## src/periodic_tick_timer_defs.svh

```systemverilog
`ifndef PERIODIC_TICK_TIMER_DEFS_SVH
`define PERIODIC_TICK_TIMER_DEFS_SVH

// ----------------------------------------
// Register offsets
// ----------------------------------------
`define MODE_OFFSET 8'h00
`define STATUS_OFFSET 8'h04
`define ACK_VALUE_OFFSET 8'h08
`define IMAGE_VALUE_OFFSET 8'h0c
`define EVENT_STATUS_OFFSET 8'h10
`define EVENT_MASK_OFFSET 8'h14

// ----------------------------------------
// Field positions
// ----------------------------------------
`define COUNT_WIDTH 20
`define TALLY_WIDTH 12
`define LIMIT_LSB 0
`define LIMIT_MSB 19
`define TIMER_ENABLE_BIT 24
`define IRQ_ENABLE_BIT 25
`define FLAG_BIT 0
`define COUNT_LSB 0
`define COUNT_MSB 19
`define TALLY_LSB 20
`define TALLY_MSB 31
`define EVENT_WIDTH 2
`define EVENT_REACHED_BIT 0
`define EVENT_WRAP_BIT 1

// ----------------------------------------
// Reset values
// ----------------------------------------
`define LIMIT_RESET 20'hfffff
`define EVENT_MASK_RESET 2'h0

// ----------------------------------------
// Timing counts
// ----------------------------------------
`define PRESCALE_DIV 16
`define PRESCALE_WIDTH 4

`endif

```

## src/placeholder_never_used.sv

```systemverilog
`timescale 1ns/1ns

```

## src/tick_timer_pkg.sv

```systemverilog
`include "periodic_tick_timer_defs.svh"

package tick_timer_pkg;

  // ----------------------------------------
  // Bus answer phase
  // ----------------------------------------
  typedef enum logic {
    bus_capture = 1'b0,
    bus_answer = 1'b1
  } bus_phase_e;

  // ----------------------------------------
  // Timer state
  // ----------------------------------------
  typedef struct packed {
    logic [`COUNT_WIDTH-1:0] interval_count;
    logic [`TALLY_WIDTH-1:0] overflow_tally;
    logic [`COUNT_WIDTH-1:0] interval_limit;
    logic timer_enable_bit;
    logic tick_irq_enable;
    logic running;
    logic interval_reached_flag;
    logic [`EVENT_WIDTH-1:0] event_status;
    logic [`EVENT_WIDTH-1:0] event_mask;
    logic [`TALLY_WIDTH-1:0] captured_tally;
    logic [31:0] rdata;
    bus_phase_e phase;
  } timer_state_s;

endpackage

```

## src/tick_prescaler.sv

```systemverilog
`timescale 1ns/1ns
`include "periodic_tick_timer_defs.svh"

module tick_prescaler #(
  parameter int unsigned DIV = `PRESCALE_DIV,
  parameter int unsigned W = `PRESCALE_WIDTH
) (
  // Clock and reset
  input wire logic clk,
  input wire logic reset,
  // Control
  input wire logic hold,
  // Divided enable
  output logic tick
);

  typedef struct packed {
    logic [W-1:0] div;
  } prescale_state_s;

  prescale_state_s state;
  prescale_state_s next_state;

  // ----------------------------------------
  // Divider
  // ----------------------------------------
  assign tick = !hold && (state.div == W'(DIV - 1));

  always_comb
  begin
    next_state = state;
    if (!hold)
    begin
      if (state.div == W'(DIV - 1))
        next_state.div = '0;
      else
        next_state.div = state.div + W'(1);
    end
  end

  always_ff @(posedge clk)
  begin
    if (reset)
      state <= '{div: '0};
    else
      state <= next_state;
  end

  // ----------------------------------------
  // Checks
  // ----------------------------------------
  a_tick_spacing: assert property (@(posedge clk) disable iff (reset) tick |=> !tick [*8])
    else $error("divided enable came too soon");

  a_halt_no_tick: assert property (@(posedge clk) disable iff (reset) hold |-> !tick)
    else $error("divided enable during halt");

endmodule

```

## src/periodic_tick_timer.sv

```systemverilog
`timescale 1ns/1ns
`include "periodic_tick_timer_defs.svh"

// Operation
// - Twenty-bit interval count, twelve-bit overflow tally
// - Both counters advance on clock divided by sixteen
// - Count up; at limit wrap, bump tally
// - Limit sets flag; flag interrupts when enabled
// - New limit never restarts the counters
// - Acknowledge read returns counts, clears tally, flag
// - Tally counts intervals since last acknowledge
// - Image read returns counts without side effects
// - Enable bit in mode, disabled after reset
// - Enable change takes effect at count zero
// - Disabled timer finishes interval, then holds zero
// - Debug halt freezes both counters
// - Period is limit plus one ticks
module periodic_tick_timer (
  // Clock and reset
  input wire logic clk,
  input wire logic reset,
  // APB slave
  input wire logic psel,
  input wire logic penable,
  input wire logic pwrite,
  input wire logic [7:0] paddr,
  input wire logic [31:0] pwdata,
  input wire logic [3:0] pstrb,
  output logic [31:0] prdata,
  output logic pready,
  output logic pslverr,
  // Core state
  input wire logic debug_halt,
  // Interrupt
  output logic irq
);

  tick_timer_pkg::timer_state_s state;
  tick_timer_pkg::timer_state_s next_state;

  logic tick;
  logic [31:0] lane_mask;
  logic addr_hit;
  logic done;
  logic wr_done;
  logic rd_done;
  logic run;
  logic reached;
  logic wrap;
  logic ack_read;
  logic image_read;
  logic [31:0] mode_word;
  logic [31:0] value_word;
  logic [31:0] read_word;
  logic [31:0] merged_mode;
  logic [31:0] merged_mask;

  // ----------------------------------------
  // Prescaler
  // ----------------------------------------
  tick_prescaler #(
    .DIV(`PRESCALE_DIV),
    .W(`PRESCALE_WIDTH)
  ) u_prescaler (
    .clk(clk),
    .reset(reset),
    .hold(debug_halt),
    .tick(tick)
  );

  // ----------------------------------------
  // Byte lanes
  // ----------------------------------------
  genvar lane;
  generate
    for (lane = 0; lane < 4; lane++)
    begin : g_lane
      assign lane_mask[8*lane +: 8] = {8{pstrb[lane]}};
    end
  endgenerate

  // ----------------------------------------
  // Bus decode
  // ----------------------------------------
  always_comb
  begin
    case (paddr)
      `MODE_OFFSET,
      `STATUS_OFFSET,
      `ACK_VALUE_OFFSET,
      `IMAGE_VALUE_OFFSET,
      `EVENT_STATUS_OFFSET,
      `EVENT_MASK_OFFSET: addr_hit = 1'b1;
      default: addr_hit = 1'b0;
    endcase
  end

  assign pready = psel && penable && (state.phase == tick_timer_pkg::bus_answer);
  assign pslverr = pready && !addr_hit;
  assign done = pready;
  assign wr_done = done && pwrite && addr_hit;
  assign rd_done = done && !pwrite && addr_hit;
  assign ack_read = rd_done && (paddr == `ACK_VALUE_OFFSET);
  assign image_read = rd_done && (paddr == `IMAGE_VALUE_OFFSET);
  assign prdata = state.rdata;

  // ----------------------------------------
  // Register images
  // ----------------------------------------
  always_comb
  begin
    mode_word = 32'h00000000;
    mode_word[`LIMIT_MSB:`LIMIT_LSB] = state.interval_limit;
    mode_word[`TIMER_ENABLE_BIT] = state.timer_enable_bit;
    mode_word[`IRQ_ENABLE_BIT] = state.tick_irq_enable;
    value_word = 32'h00000000;
    value_word[`TALLY_MSB:`TALLY_LSB] = state.overflow_tally;
    value_word[`COUNT_MSB:`COUNT_LSB] = state.interval_count;
    merged_mode = (pwdata & lane_mask) | (mode_word & ~lane_mask);
    merged_mask = (pwdata & lane_mask) | ({30'h00000000, state.event_mask} & ~lane_mask);
  end

  always_comb
  begin
    read_word = 32'h00000000;
    case (paddr)
      `MODE_OFFSET: read_word = mode_word;
      `STATUS_OFFSET: read_word[`FLAG_BIT] = state.interval_reached_flag;
      `ACK_VALUE_OFFSET: read_word = value_word;
      `IMAGE_VALUE_OFFSET: read_word = value_word;
      `EVENT_STATUS_OFFSET: read_word[`EVENT_WIDTH-1:0] = state.event_status;
      `EVENT_MASK_OFFSET: read_word[`EVENT_WIDTH-1:0] = state.event_mask;
      default: read_word = 32'h00000000;
    endcase
  end

  // ----------------------------------------
  // Counting
  // ----------------------------------------
  always_comb
  begin
    run = state.running;
    if (state.interval_count == `COUNT_WIDTH'(0))
      run = state.timer_enable_bit;
    reached = tick && run && (state.interval_count == state.interval_limit);
    wrap = reached && (state.overflow_tally == {`TALLY_WIDTH{1'b1}});
  end

  // ----------------------------------------
  // Next state
  // ----------------------------------------
  always_comb
  begin
    next_state = state;

    // Interval counter
    if (tick)
    begin
      next_state.running = run;
      if (run)
      begin
        if (reached)
          next_state.interval_count = `COUNT_WIDTH'(0);
        else
          next_state.interval_count = state.interval_count + `COUNT_WIDTH'(1);
      end
    end

    // Overflow tally, less what an acknowledge already returned
    if (ack_read)
      next_state.overflow_tally = state.overflow_tally - state.captured_tally;
    if (reached)
      next_state.overflow_tally = next_state.overflow_tally + `TALLY_WIDTH'(1);

    // Reached flag, a new event wins over the acknowledge
    if (ack_read)
      next_state.interval_reached_flag = reached || (next_state.overflow_tally != `TALLY_WIDTH'(0));
    else if (reached)
      next_state.interval_reached_flag = 1'b1;

    // Sticky events, cleared on read of the bits returned
    if (rd_done && (paddr == `EVENT_STATUS_OFFSET))
      next_state.event_status = state.event_status & ~state.rdata[`EVENT_WIDTH-1:0];
    if (reached)
      next_state.event_status[`EVENT_REACHED_BIT] = 1'b1;
    if (wrap)
      next_state.event_status[`EVENT_WRAP_BIT] = 1'b1;

    // Register writes
    if (wr_done && (paddr == `MODE_OFFSET))
    begin
      next_state.interval_limit = merged_mode[`LIMIT_MSB:`LIMIT_LSB];
      next_state.timer_enable_bit = merged_mode[`TIMER_ENABLE_BIT];
      next_state.tick_irq_enable = merged_mode[`IRQ_ENABLE_BIT];
    end
    if (wr_done && (paddr == `EVENT_MASK_OFFSET))
      next_state.event_mask = merged_mask[`EVENT_WIDTH-1:0];

    // Bus answer, one wait cycle in the access phase
    case (state.phase)
      tick_timer_pkg::bus_capture:
      begin
        if (psel && penable)
        begin
          next_state.rdata = pwrite ? 32'h00000000 : read_word;
          next_state.captured_tally = state.overflow_tally;
          next_state.phase = tick_timer_pkg::bus_answer;
        end
      end
      tick_timer_pkg::bus_answer:
      begin
        next_state.phase = tick_timer_pkg::bus_capture;
      end
      default:
      begin
        next_state.phase = tick_timer_pkg::bus_capture;
      end
    endcase
  end

  // ----------------------------------------
  // State register
  // ----------------------------------------
  always_ff @(posedge clk)
  begin
    if (reset)
    begin
      state.interval_count <= `COUNT_WIDTH'(0);
      state.overflow_tally <= `TALLY_WIDTH'(0);
      state.interval_limit <= `LIMIT_RESET;
      state.timer_enable_bit <= 1'b0;
      state.tick_irq_enable <= 1'b0;
      state.running <= 1'b0;
      state.interval_reached_flag <= 1'b0;
      state.event_status <= `EVENT_WIDTH'(0);
      state.event_mask <= `EVENT_MASK_RESET;
      state.captured_tally <= `TALLY_WIDTH'(0);
      state.rdata <= 32'h00000000;
      state.phase <= tick_timer_pkg::bus_capture;
    end
    else
    begin
      state <= next_state;
    end
  end

  // ----------------------------------------
  // Interrupt
  // ----------------------------------------
  assign irq = (state.interval_reached_flag && state.tick_irq_enable) || (|(state.event_status & state.event_mask));

  // ----------------------------------------
  // Checks
  // ----------------------------------------
  a_width_fixed: assert property (@(posedge clk) disable iff (reset)
    (tick && run && state.interval_count == {`COUNT_WIDTH{1'b1}} && state.interval_limit == {`COUNT_WIDTH{1'b1}})
    |=> state.interval_count == `COUNT_WIDTH'(0))
    else $error("interval count did not wrap at full width");

  a_count_wrap: assert property (@(posedge clk) disable iff (reset)
    (reached && !ack_read) |=> (state.interval_count == `COUNT_WIDTH'(0))
    && (state.overflow_tally == $past(state.overflow_tally) + `TALLY_WIDTH'(1)))
    else $error("limit did not wrap count and bump tally");

  a_count_step: assert property (@(posedge clk) disable iff (reset)
    (tick && run && state.interval_count != state.interval_limit)
    |=> state.interval_count == $past(state.interval_count) + `COUNT_WIDTH'(1))
    else $error("interval count did not step by one");

  a_idle_hold: assert property (@(posedge clk) disable iff (reset)
    !tick |=> $stable(state.interval_count))
    else $error("interval count moved without divided enable");

  a_flag_irq: assert property (@(posedge clk) disable iff (reset)
    (reached && state.tick_irq_enable && !(wr_done && paddr == `MODE_OFFSET))
    |=> state.interval_reached_flag && irq)
    else $error("reached flag or interrupt missing");

  a_irq_level: assert property (@(posedge clk) disable iff (reset)
    (state.interval_reached_flag && state.tick_irq_enable) |-> irq)
    else $error("enabled flag did not raise interrupt");

  a_status_read: assert property (@(posedge clk) disable iff (reset)
    (psel && penable && !pwrite && paddr == `STATUS_OFFSET && state.phase == tick_timer_pkg::bus_capture)
    |=> prdata == {31'h00000000, $past(state.interval_reached_flag)})
    else $error("status read returned wrong flag");

  a_irq_masked: assert property (@(posedge clk) disable iff (reset)
    (!state.tick_irq_enable && state.event_mask == `EVENT_WIDTH'(0)) |-> !irq)
    else $error("interrupt while disabled");

  a_limit_write: assert property (@(posedge clk) disable iff (reset)
    (wr_done && paddr == `MODE_OFFSET && !tick) |=> $stable(state.interval_count) && $stable(state.overflow_tally))
    else $error("limit write disturbed the counters");

  a_ack_clear: assert property (@(posedge clk) disable iff (reset)
    (ack_read && !reached && state.captured_tally == state.overflow_tally)
    |=> state.overflow_tally == `TALLY_WIDTH'(0) && !state.interval_reached_flag)
    else $error("acknowledge read did not clear tally and flag");

  a_ack_value: assert property (@(posedge clk) disable iff (reset)
    (psel && penable && !pwrite && paddr == `ACK_VALUE_OFFSET && state.phase == tick_timer_pkg::bus_capture)
    |=> prdata[`TALLY_MSB:`TALLY_LSB] == $past(state.overflow_tally)
    && prdata[`COUNT_MSB:`COUNT_LSB] == $past(state.interval_count))
    else $error("acknowledge read returned wrong counts");

  a_image_value: assert property (@(posedge clk) disable iff (reset)
    (psel && penable && !pwrite && paddr == `IMAGE_VALUE_OFFSET && state.phase == tick_timer_pkg::bus_capture)
    |=> prdata[`TALLY_MSB:`TALLY_LSB] == $past(state.overflow_tally)
    && prdata[`COUNT_MSB:`COUNT_LSB] == $past(state.interval_count))
    else $error("image read returned wrong counts");

  a_mode_write: assert property (@(posedge clk) disable iff (reset)
    (wr_done && paddr == `MODE_OFFSET && pstrb == 4'hf)
    |=> state.interval_limit == $past(pwdata[`LIMIT_MSB:`LIMIT_LSB])
    && state.timer_enable_bit == $past(pwdata[`TIMER_ENABLE_BIT])
    && state.tick_irq_enable == $past(pwdata[`IRQ_ENABLE_BIT]))
    else $error("mode write did not land in its fields");

  a_wrap_event: assert property (@(posedge clk) disable iff (reset)
    (wrap && !ack_read)
    |=> state.overflow_tally == `TALLY_WIDTH'(0) && state.event_status[`EVENT_WRAP_BIT])
    else $error("tally wrap not seen");

  a_image_quiet: assert property (@(posedge clk) disable iff (reset)
    (image_read && !tick) |=> $stable(state.overflow_tally) && $stable(state.interval_reached_flag))
    else $error("image read changed timer state");

  a_reset_off: assert property (@(posedge clk)
    $past(reset) |-> !state.timer_enable_bit && state.interval_limit == `LIMIT_RESET)
    else $error("timer not disabled after reset");

  a_enable_zero: assert property (@(posedge clk) disable iff (reset)
    $changed(state.running) |-> $past(state.interval_count) == `COUNT_WIDTH'(0))
    else $error("enable took effect away from zero");

  a_stopped_zero: assert property (@(posedge clk) disable iff (reset)
    !state.running && state.interval_count == `COUNT_WIDTH'(0) && !state.timer_enable_bit
    |=> state.interval_count == `COUNT_WIDTH'(0))
    else $error("disabled timer left zero");

  a_halt_freeze: assert property (@(posedge clk) disable iff (reset)
    (debug_halt && !rd_done) |=> $stable(state.interval_count) && $stable(state.overflow_tally))
    else $error("counters moved in debug halt");

  a_tally_window: assert property (@(posedge clk) disable iff (reset)
    (!ack_read && !reached) |=> $stable(state.overflow_tally))
    else $error("tally changed without an interval");

endmodule

```

## config.mk

```make
export PLATFORM = sky130hd
export DESIGN_NAME = periodic_tick_timer
export DESIGN_NICKNAME = d
export VERILOG_FILES = /design/src/placeholder_never_used.sv /design/src/tick_timer_pkg.sv /design/src/tick_prescaler.sv /design/src/periodic_tick_timer.sv
export VERILOG_INCLUDE_DIRS = /design/src
export SDC_FILE = /design/constraint.sdc
export NUM_CORES = 1
export LEC_CHECK = 0
export BUFFER_PORTS_ARGS = -buffer_cell sky130_fd_sc_hd__buf_2
export CORE_MARGIN = 3
export CORE_UTILIZATION = 55
export DETAILED_ROUTE_END_ITERATION = 12
export GPL_TIMING_DRIVEN = 0
export PLACE_DENSITY = 0.8
export SLEW_MARGIN = 20
export SYNTH_ARGS = -nofsm -noshare
export SYNTH_HDL_FRONTEND = slang
export SYNTH_SLANG_ARGS = --single-unit
```

## constraint.sdc

```tcl
create_clock -name clk -period 9.6 [get_ports clk]
set_clock_uncertainty 0.1 [all_clocks]
set_input_delay 0.96 -clock clk [delete_from_list [all_inputs] [get_ports clk]]
set_output_delay 0.96 -clock clk [all_outputs]
set_load 0.02 [all_outputs]
```

== After elaboration in Yosys (flattened, before gate mapping) ==
Index checks and enable logic that the tools add are counted.
Word-level totals
  flip-flop bits (word level): 109
  output and inout bits: 35
Operators by class
  add/subtract/negate cells: 4
  equal/unequal tests: 8
  mux-type cells: 17
  bitwise gates (word level): 10
  reductions and logical operators: 32
Operators with widths (number)
  $pmux W30 S2: 1
  $and A26 B26 Y26: 2
  $mux W32: 1
  $not A26 Y26: 1
  $or A26 B26 Y26: 1
  $mux W12: 2
  $add A20 B1 Y20 const B: 1
  $eq A20 B20 Y1: 1
  $logic_not A20 Y1: 1
  $mux W20: 1
  $eq A8 B4 Y1 const B: 2
  $eq A8 B5 Y1 const B: 2
  $logic_and A1 B1 Y1: 16
  $add A12 B1 Y12 const B: 1
  $eq A12 B12 Y1 const B: 1
  $reduce_bool A12 Y1: 1
  $sub A12 B12 Y12: 1
  $eq A8 B3 Y1 const B: 1
  $logic_not A8 Y1: 1
  $mux W1: 7
  $and A2 B2 Y2: 3
  $reduce_bool A2 Y1: 3
  $reduce_or A6 Y1: 1
  $pmux W1 S5: 1
  other kinds (13): 18

== Logic depth before layout (Yosys ltp) ==
Gate-level depths: netlist of run 1.
  depth after elaboration: 11
  gate-level depth with buffers: 15
  depth with buffers taken out: 14

== Hierarchy ==
Synthesis of run 1 repeated with hierarchy kept, for this count alone.
Unflattened totals
  cells, all modules: 704
  area total of the unflattened synthesis: 6017.0 µm²
Modules (own cells, without submodules)
  periodic_tick_timer: instances 1, cells each 683, area each 5825.6 µm², sequential area each 2102.0 µm²
  tick_prescaler: instances 1, cells each 21, area each 191.4 µm², sequential area each 80.1 µm²

== Worst setup path after synthesis of run 1 ==
No wires, ideal clock.
  path type: in2reg
  start: input paddr[4]
  end: register state[49] in the netlist's numbering
  setup time: 0.124 ns
  data arrival time: 3.445 ns
  path slack: 5.931 ns
  stages: 13
  cell sequence: nor4b_2 > nand4_1 > clkbuf_1 > clkbuf_1 > o21ai_0 > ha_1 > inv_1 > nor3_1 > a31oi_1 > o21ai_0 > nand4_1 > a211oi_2 > a21oi_1
On the way
  word-level cells in the longest chain between the ends: 11
  elaborated cells on any way between the ends: 17
  classes of those cells: add/sub (1); eq/ne (5); mux (4); reduce/logical (7)
RTL lines
  from (decl): RTL line periodic_tick_timer.sv:26  | input wire logic [7:0] paddr,
  $eq A8 B4 Y1, or another cell as far along: RTL line periodic_tick_timer.sv:87  | case (paddr)
  $reduce_or A6 Y1: RTL line periodic_tick_timer.sv:87
  $mux W1: RTL line periodic_tick_timer.sv:87
  $logic_and A1 B1 Y1: RTL line periodic_tick_timer.sv:102  | assign rd_done = done && !pwrite && addr_hit;
  $logic_and A1 B1 Y1 *: RTL line periodic_tick_timer.sv:103  | assign ack_read = rd_done && (paddr == `ACK_VALUE_OFFSET);
  $mux W12: RTL line periodic_tick_timer.sv:170  | if (ack_read)
  $add A12 B1 Y12: RTL line periodic_tick_timer.sv:173  | next_state.overflow_tally = next_state.overflow_tally + `TALLY_WIDTH'(1);
  $mux W12: RTL line periodic_tick_timer.sv:172  | if (reached)
  $reduce_bool A12 Y1: RTL line periodic_tick_timer.sv:177  | next_state.interval_reached_flag = reached || (next_state.overflow_tally != `TALLY_WIDTH'(0));
  $logic_or A1 B1 Y1: RTL line periodic_tick_timer.sv:177
  $mux W1: RTL line periodic_tick_timer.sv:176  | if (ack_read)
  to (signal assigned): RTL line periodic_tick_timer.sv:243  | state <= next_state;
  to (decl): RTL line periodic_tick_timer.sv:38  | tick_timer_pkg::timer_state_s state;
Mark *: on every way between the ends. The rest lies on a longest branch, timed or not.
A chain may end at the register's enable or synchronous reset.

== Final worst setup path of run 1 ==
Ends and elaborated chain as after synthesis.

==> flow_summary.toml, run 1 <==
[placement]
place.port_buffers = 74
placed_area_sq_um = 6530
gp_congestion = 0.933
dp_hpwl_mm = 11.9

[pwr]
switchingPower_uw = 192
p_seq_share_pct = 55.9
p_int_uw = 620
pwr-share-comb_pct = 4.3
p_leak_nw = 2.71
swShare_pct = 23.6
power_density_nw_per_um2 = 120
worst_ir_drop_vdd_mv = 0.105
power.share.clock_pct = 39.8

[clocking]
cts_tree = "built"
clk_pin_slew_ns = 0.11
cts.path.max_buffers = 2
cts_setup_buffers = 0
clock_latency_ns = 0.39
cts.sinks = 109
h-tree-depth = 3
numCtsBuffers = 9
ctsHoldBuffers = 0
cts-root-buf = "clkbuf_8"
post_cts_resized = 0

[drt]
vias_per_cell = 5.82
via_count = 5508
post_drt_wl_per_cell_um = 16.5
drt.antenna.violating_nets = 0
drc_errors = 0
first_pass_iters = 9
drt-initial-drc-count = 475
drt-total-wl_mm = 15.6

[setup_path]
cp.required_ns = 9.79
critPathKind = "input port to register"
cp-start-kind = "input port"
reg2reg_to = "state[49]"
end_kind = "register"
r2r_start = "state[0]"
crit_end = "state[49]"
r2r_cells = 14
setup.worst_path.start = "paddr[4]"
worstPathArrival_ns = 4.33
r2r_slack_ns = 5.95
critical_path_peak_fanout = 10

[global_routing]
grtUsageTotal_pct = 26.6
antenna_found_initial = 0
grt.overflow.total = 0
grt_max_degree = 19
grt_pass1_vias = 5224
grt_pass1_wl_mm = 25.4

[floorplan]
ios = 85
fp.dieH_um = 110
dieArea_sq_um = 12200
core_sq_um = 10500
rows = 37
fp.dieW_um = 110
start_util_pct = 57.2

[logic_synthesis]
synth_area_sq_um = 5990
synth_seq_cells = 109
synth.avg_cell_area_sq_um = 8.30
yosysSeqAreaShare_pct = 36.4
synth_edf_count = 0
syn-num-nets = 787
synthArstFlopShare_pct = 0
syn_inst = 721
ys_warn_count = 0
ys_types = 67
synth_ff_type = "dfxtp_1"

[timing]
max_slew_margin_pct = 46.1
fin_setup_tns_ns = 0
fin_crit_sh_pct = 43.2
fin_crit_ns = 4.14
hold_viol = 0
rsz0062_at_grt = "no"
worst_pin_slew_ns = 0.801
slew_violations = 0
setup_viol = 0
timing.fmax_ghz = 0.241

[final_layout]
finalInstanceArea_sq_um = 6770
fillers = 907
drive_above_1_share_pct = 18.9
fin_nets = 872
area_growth_pct = 13.0
utilization_pct = 64.7
antenna_cells = 0

[outcome]
status = "finished clean"

[hold_path]
min-delay-path-class = "register to register"

[flow_run]
maxCapViolations = 0
-- power groups by stage --
stage          sequential (mW)  combinational (mW)  clock [mW]
3_5_place_dp             0.465              0.0343           0
4_1_cts                  0.454              0.0345       0.328
5_1_grt                  0.454              0.0380       0.344
2_1_floorplan            0.464              0.0158           0
3_3_place_gp             0.464              0.0336           0
6_report                 0.454              0.0347       0.324
-- area by class of cell --
class	count	area (sq um)	share of cell area [%]
clock inverter	6	95.1	1.41
inverter	28	105	1.55
timing repair buffer	74	370	5.47
sequential	109	2180	32.3
buffer	73	418	6.18
clock buffer	10	138	2.03
multi-input combinational	511	3290	48.6
tap	136	170	2.52
-- synthesized netlist by cell type, types with 9 or more instances --
library cell,number,share of area [%]
inv_1,28,1.8
a21oi_1,32,2.7
a22oi_1,30,3.8
dfxtp_1,109,36
nor3_1,16,1.3
nor4_1,9,0.94
xnor2_1,13,1.9
o21ai_0,17,1.4
a22o_1,17,2.5
nor2_1,79,5.0
and3_1,10,1.0
clkbuf_1,33,2.1
buf_4,33,4.1
ha_1,15,3.1
nand3_1,32,2.7
mux2i_1,16,2.7
xor2_1,35,5.1
nand2_1,90,5.6
nand4_1,10,1.0
-- placed cells by master (no fill, tap or decap), drive strengths merged, types with 3 or more instances in the layout --
cell type,n
or3,9
and2,8
nor2b,4
nor2,79
mux2i,16
xor2,35
nand4,11
ha,15
buf,114
a22oi,30
or2,4
o21ai,19
nor4,12
and3,11
clkbuf,43
xnor2,13
nor3,16
dfxtp,109
a22o,17
a211oi,5
nand2,90
nand3,32
a31oi,5
o31ai,5
inv,29
o21a,3
a21oi,33
nor3b,4
-- routing by layer --
metal  GRT usage, %  up-vias  wire length [um]
met2           46.2      204              7820
met1           32.4     2607              6330
met5              0        -                 0
met3           4.78       33              1030
met4           11.1        0               406
li1               -     2664                 -
-- how the worst min path moves through the flow --
stage                          from   endpoint  cells after the start
after global routing      state[43]  state[43]                      2
after CTS                 state[34]  state[34]                      2
after global placement    state[39]  state[39]                      2
final                     state[43]  state[43]                      2
after floorplan           state[34]  state[34]                      2
after detailed placement  state[43]  state[43]                      2
-- kinds of logic (layout without fill, tap and decap cells) --
kind of cell	Yosys count	count (layout)	share of synthesized area [%]
compound gates	139	139	16.9
xor+xnor	49	49	7.40
fa+ha+maj	16	16	3.47
buf+inv	101	191	8.74
flops	109	109	36.4
mux	18	18	3.24
simple gates	289	289	23.8
-- worst max-delay path, stage by stage --
cell      delay, ns
buf_2          0.14
nor4b_2        0.38
nand4_1        0.48
clkbuf_1       0.34
clkbuf_1       0.28
o21ai_0        0.34
ha_1           0.31
inv_1          0.08
nor3_1         0.25
a31oi_1        0.11
o21ai_0        0.23
nand4_1        0.17
a211oi_2       0.17
a21oi_1        0.09
-- metrics by stage --
step,cells,total power [mW],hold slack (ns),setup WS [ns]
2_1_floorplan,721,0.480,0.336,5.93
3_3_place_gp,931,0.498,0.342,5.14
3_5_place_dp,931,0.499,0.347,5.08
4_1_cts,947,0.817,0.361,5.51
5_1_grt,947,0.836,0.383,5.02
6_report,947,0.813,0.363,5.46
(Power assumes the default switching activity.)
==> run 2: changes to the inputs <==
--- a/config.mk
+++ b/config.mk
@@ -6,9 +6,10 @@
 export SDC_FILE = /design/constraint.sdc
 export NUM_CORES = 1
 export LEC_CHECK = 0
+export ABC_AREA = 1
 export BUFFER_PORTS_ARGS = -buffer_cell sky130_fd_sc_hd__buf_2
 export CORE_MARGIN = 3
-export CORE_UTILIZATION = 55
+export CORE_UTILIZATION = 53
 export DETAILED_ROUTE_END_ITERATION = 12
 export GPL_TIMING_DRIVEN = 0
 export PLACE_DENSITY = 0.8
==> constraint.sdc (replaced) <==
create_clock -name clk -period 3.5 [get_ports clk]
set_clock_uncertainty 0.1 [all_clocks]
set_input_delay 0.35 -clock clk [delete_from_list [all_inputs] [get_ports clk]]
set_output_delay 0.35 -clock clk [all_outputs]
set_load 0.02 [all_outputs]
==> run 2 against run 1 <==
Against the previous run:
- final area rose by 7.9%
- die area rose by 11%
- count of clock-buffer cells in the layout rose by 1
- critical endpoint unchanged
- highest routed layer unchanged
==> flow_summary.toml, run 2 <==
[outcome]
status = "finished clean"

[logic_synthesis]
synth_edf_count = 0
synth_top_area_share_pct = 33.8
synth.avg_cell_area_sq_um = 6.59
synthTopCellsByArea = "dfxtp_1 34%, nand2_1 16%, inv_1 6.3%, a21oi_1 5.8%, nand3_1 5.2%"
synth_seq_cells = 109
ys_warn_count = 0
yosysSeqAreaShare_pct = 33.8
syn-num-nets = 1046
ys_types = 41
synth_ff_type = "dfxtp_1"
synth_area_sq_um = 6450
synth_top_cell_by_area = "dfxtp_1"
synth_most_common_cell = "nand2_1"
synth_commonest_cells = "277 x nand2_1, 109 x dfxtp_1, 109 x inv_1"
synthArstFlopShare_pct = 0
syn_inst = 980

[placement]
gp_congestion = 0.958
post-place-ws_ns = 0.494
place.port_buffers = 73
dp_hpwl_mm = 13.2

[final_layout]
antenna_cells = 0
fin_nets = 1130
utilization_pct = 62.6
layout_commonest_cell = "nand2_1"
area_growth_pct = 13.1
drive_above_1_share_pct = 17.0
fillers = 1082
final_cell_mix = "277 x nand2_1, 109 x inv_1, 109 x dfxtp_1, 82 x nor2_1"

[clocking]
clk_pin_slew_ns = 0.07
cts.path.max_buffers = 2
cts_setup_buffers = 0
cts_tree = "built"
numCtsBuffers = 9
h-tree-depth = 3
cts-root-buf = "clkbuf_16"
post_cts_resized = 0
cts.sinks = 109
clock_latency_ns = 0.36
ctsHoldBuffers = 0

[floorplan]
fp.dieW_um = 116
dieArea_sq_um = 13500
rows = 39
start_util_pct = 55.3
core_sq_um = 11700
ios = 85
fp.dieH_um = 116

[setup_path]
critical_path_peak_fanout = 5
end_kind = "register"
cp.required_ns = 3.62
cp-start-kind = "register"
critPathKind = "register to register"
worstPathArrival_ns = 2.94

[timing]
fin_crit_ns = 2.82
hold_viol = 0
timing.fmax_ghz = 0.354
setup_viol = 0
worst_pin_slew_ns = 0.679
slew_violations = 0
rsz0062_at_grt = "no"
fin_setup_tns_ns = 0
max_slew_margin_pct = 54.6
fin_crit_sh_pct = 80.6
timing.hold.ws_ns = 0.0933
worst_slack_ns = 0.677

[drt]
vias_per_cell = 5.33
drt-initial-drc-count = 599
drt.antenna.violating_nets = 0
drt-total-wl_mm = 17.2
drc_errors = 0
first_pass_iters = 5
via_count = 6464
post_drt_wl_per_cell_um = 14.2

[pwr]
worst_ir_drop_vdd_mv = 0.245
power_density_nw_per_um2 = 332
power_mw = 2.42
p_leak_nw = 3.41

[global_routing]
grt_pass1_wl_mm = 27.6
grt.overflow.total = 0
grt_pass1_vias = 5878
grtUsageTotal_pct = 25.7
antenna_found_initial = 0
grt_max_degree = 18

[flow_run]
maxCapViolations = 0

[hold_path]
min-delay-path-class = "input port to register"
==> run 2: changes by cell type after synthesis, moves of 16 or more <==
cell     change
nand2_1    +187
mux2i_1     -16
nand3_1     +35
o21ai_0     +21
inv_1       +81
a22oi_1     -30
xor2_1      -23
a21oi_1     +43
==> run 2: power breakdown <==
| group | total [mW] | switching (mW) | leakage (nW) | internal [mW] |
|---|---|---|---|---|
| logic | 0.128 | 0.0876 | 2.39 | 0.0403 |
| registers | 1.25 | 0.00266 | 0.879 | 1.24 |
| clock network | 1.05 | 0.473 | 0.146 | 0.576 |
==> run 2: cells by family (layout without fill, tap and decap cells) <==
logic type | after synthesis | after routing | synth area share (%)
compound gates | 145 | 145 | 12.2
simple gates | 506 | 506 | 35.2
flops | 109 | 109 | 33.8
fa+ha+maj | 16 | 16 | 3.22
buf+inv | 186 | 275 | 13.1
xor+xnor | 18 | 18 | 2.44
==> run 2: stage by stage <==
step	area (sq um)	cells
floorplan	6450	980
finish	7300	1212
global placement	7000	1196
detailed placement	7000	1196
CTS	7300	1212
global route	7300	1212
==> run 2: layout make-up <==
type	count	area (sq um)	area share (%)
well taps	143	179	2.45
clock buffers	11	243	3.32
plain buffers	62	382	5.23
inverters	124	465	6.38
clock inverters	5	60.1	0.823
flip-flops and latches	109	2180	29.9
repair buffers	73	365	5.00
multi-input cells	685	3420	46.9
==> run 2: path summary, 6_finish.rpt <==
path | from | to | slack, ns | cells after the start
worst min-delay path | pwdata[12] | register | 0.09 | 3
worst max-delay path | state[73] | state[49] | 0.68 | 17
worst max register to register | state[73] | state[49] | 0.68 | 17
worst min register to register | prdata[9] | prdata[9] | 0.36 | 2
==> run 2: metal layers <==
metal  up-vias  global-route usage [%]  share of wire (%)
met4         0                    9.13                1.8
met5         -                       0                  0
met1      2897                    36.5                 47
li1       3286                       -                  -
met3        24                    5.70                9.0
met2       257                    38.6                 42
==> run 2: worst max-delay path, stage by stage (launching register included) <==
cell	delay (ns)
dfxtp_1	0.43
inv_1	0.07
ha_1	0.18
inv_1	0.11
fa_1	0.44
nand4_1	0.13
nand2_2	0.09
ha_1	0.29
inv_1	0.05
nand2_1	0.04
o21ai_0	0.12
nand3_1	0.13
nor2_1	0.10
nand3_1	0.10
nor2_2	0.10
nand3_2	0.07
nand2_1	0.08
a21oi_2	0.05
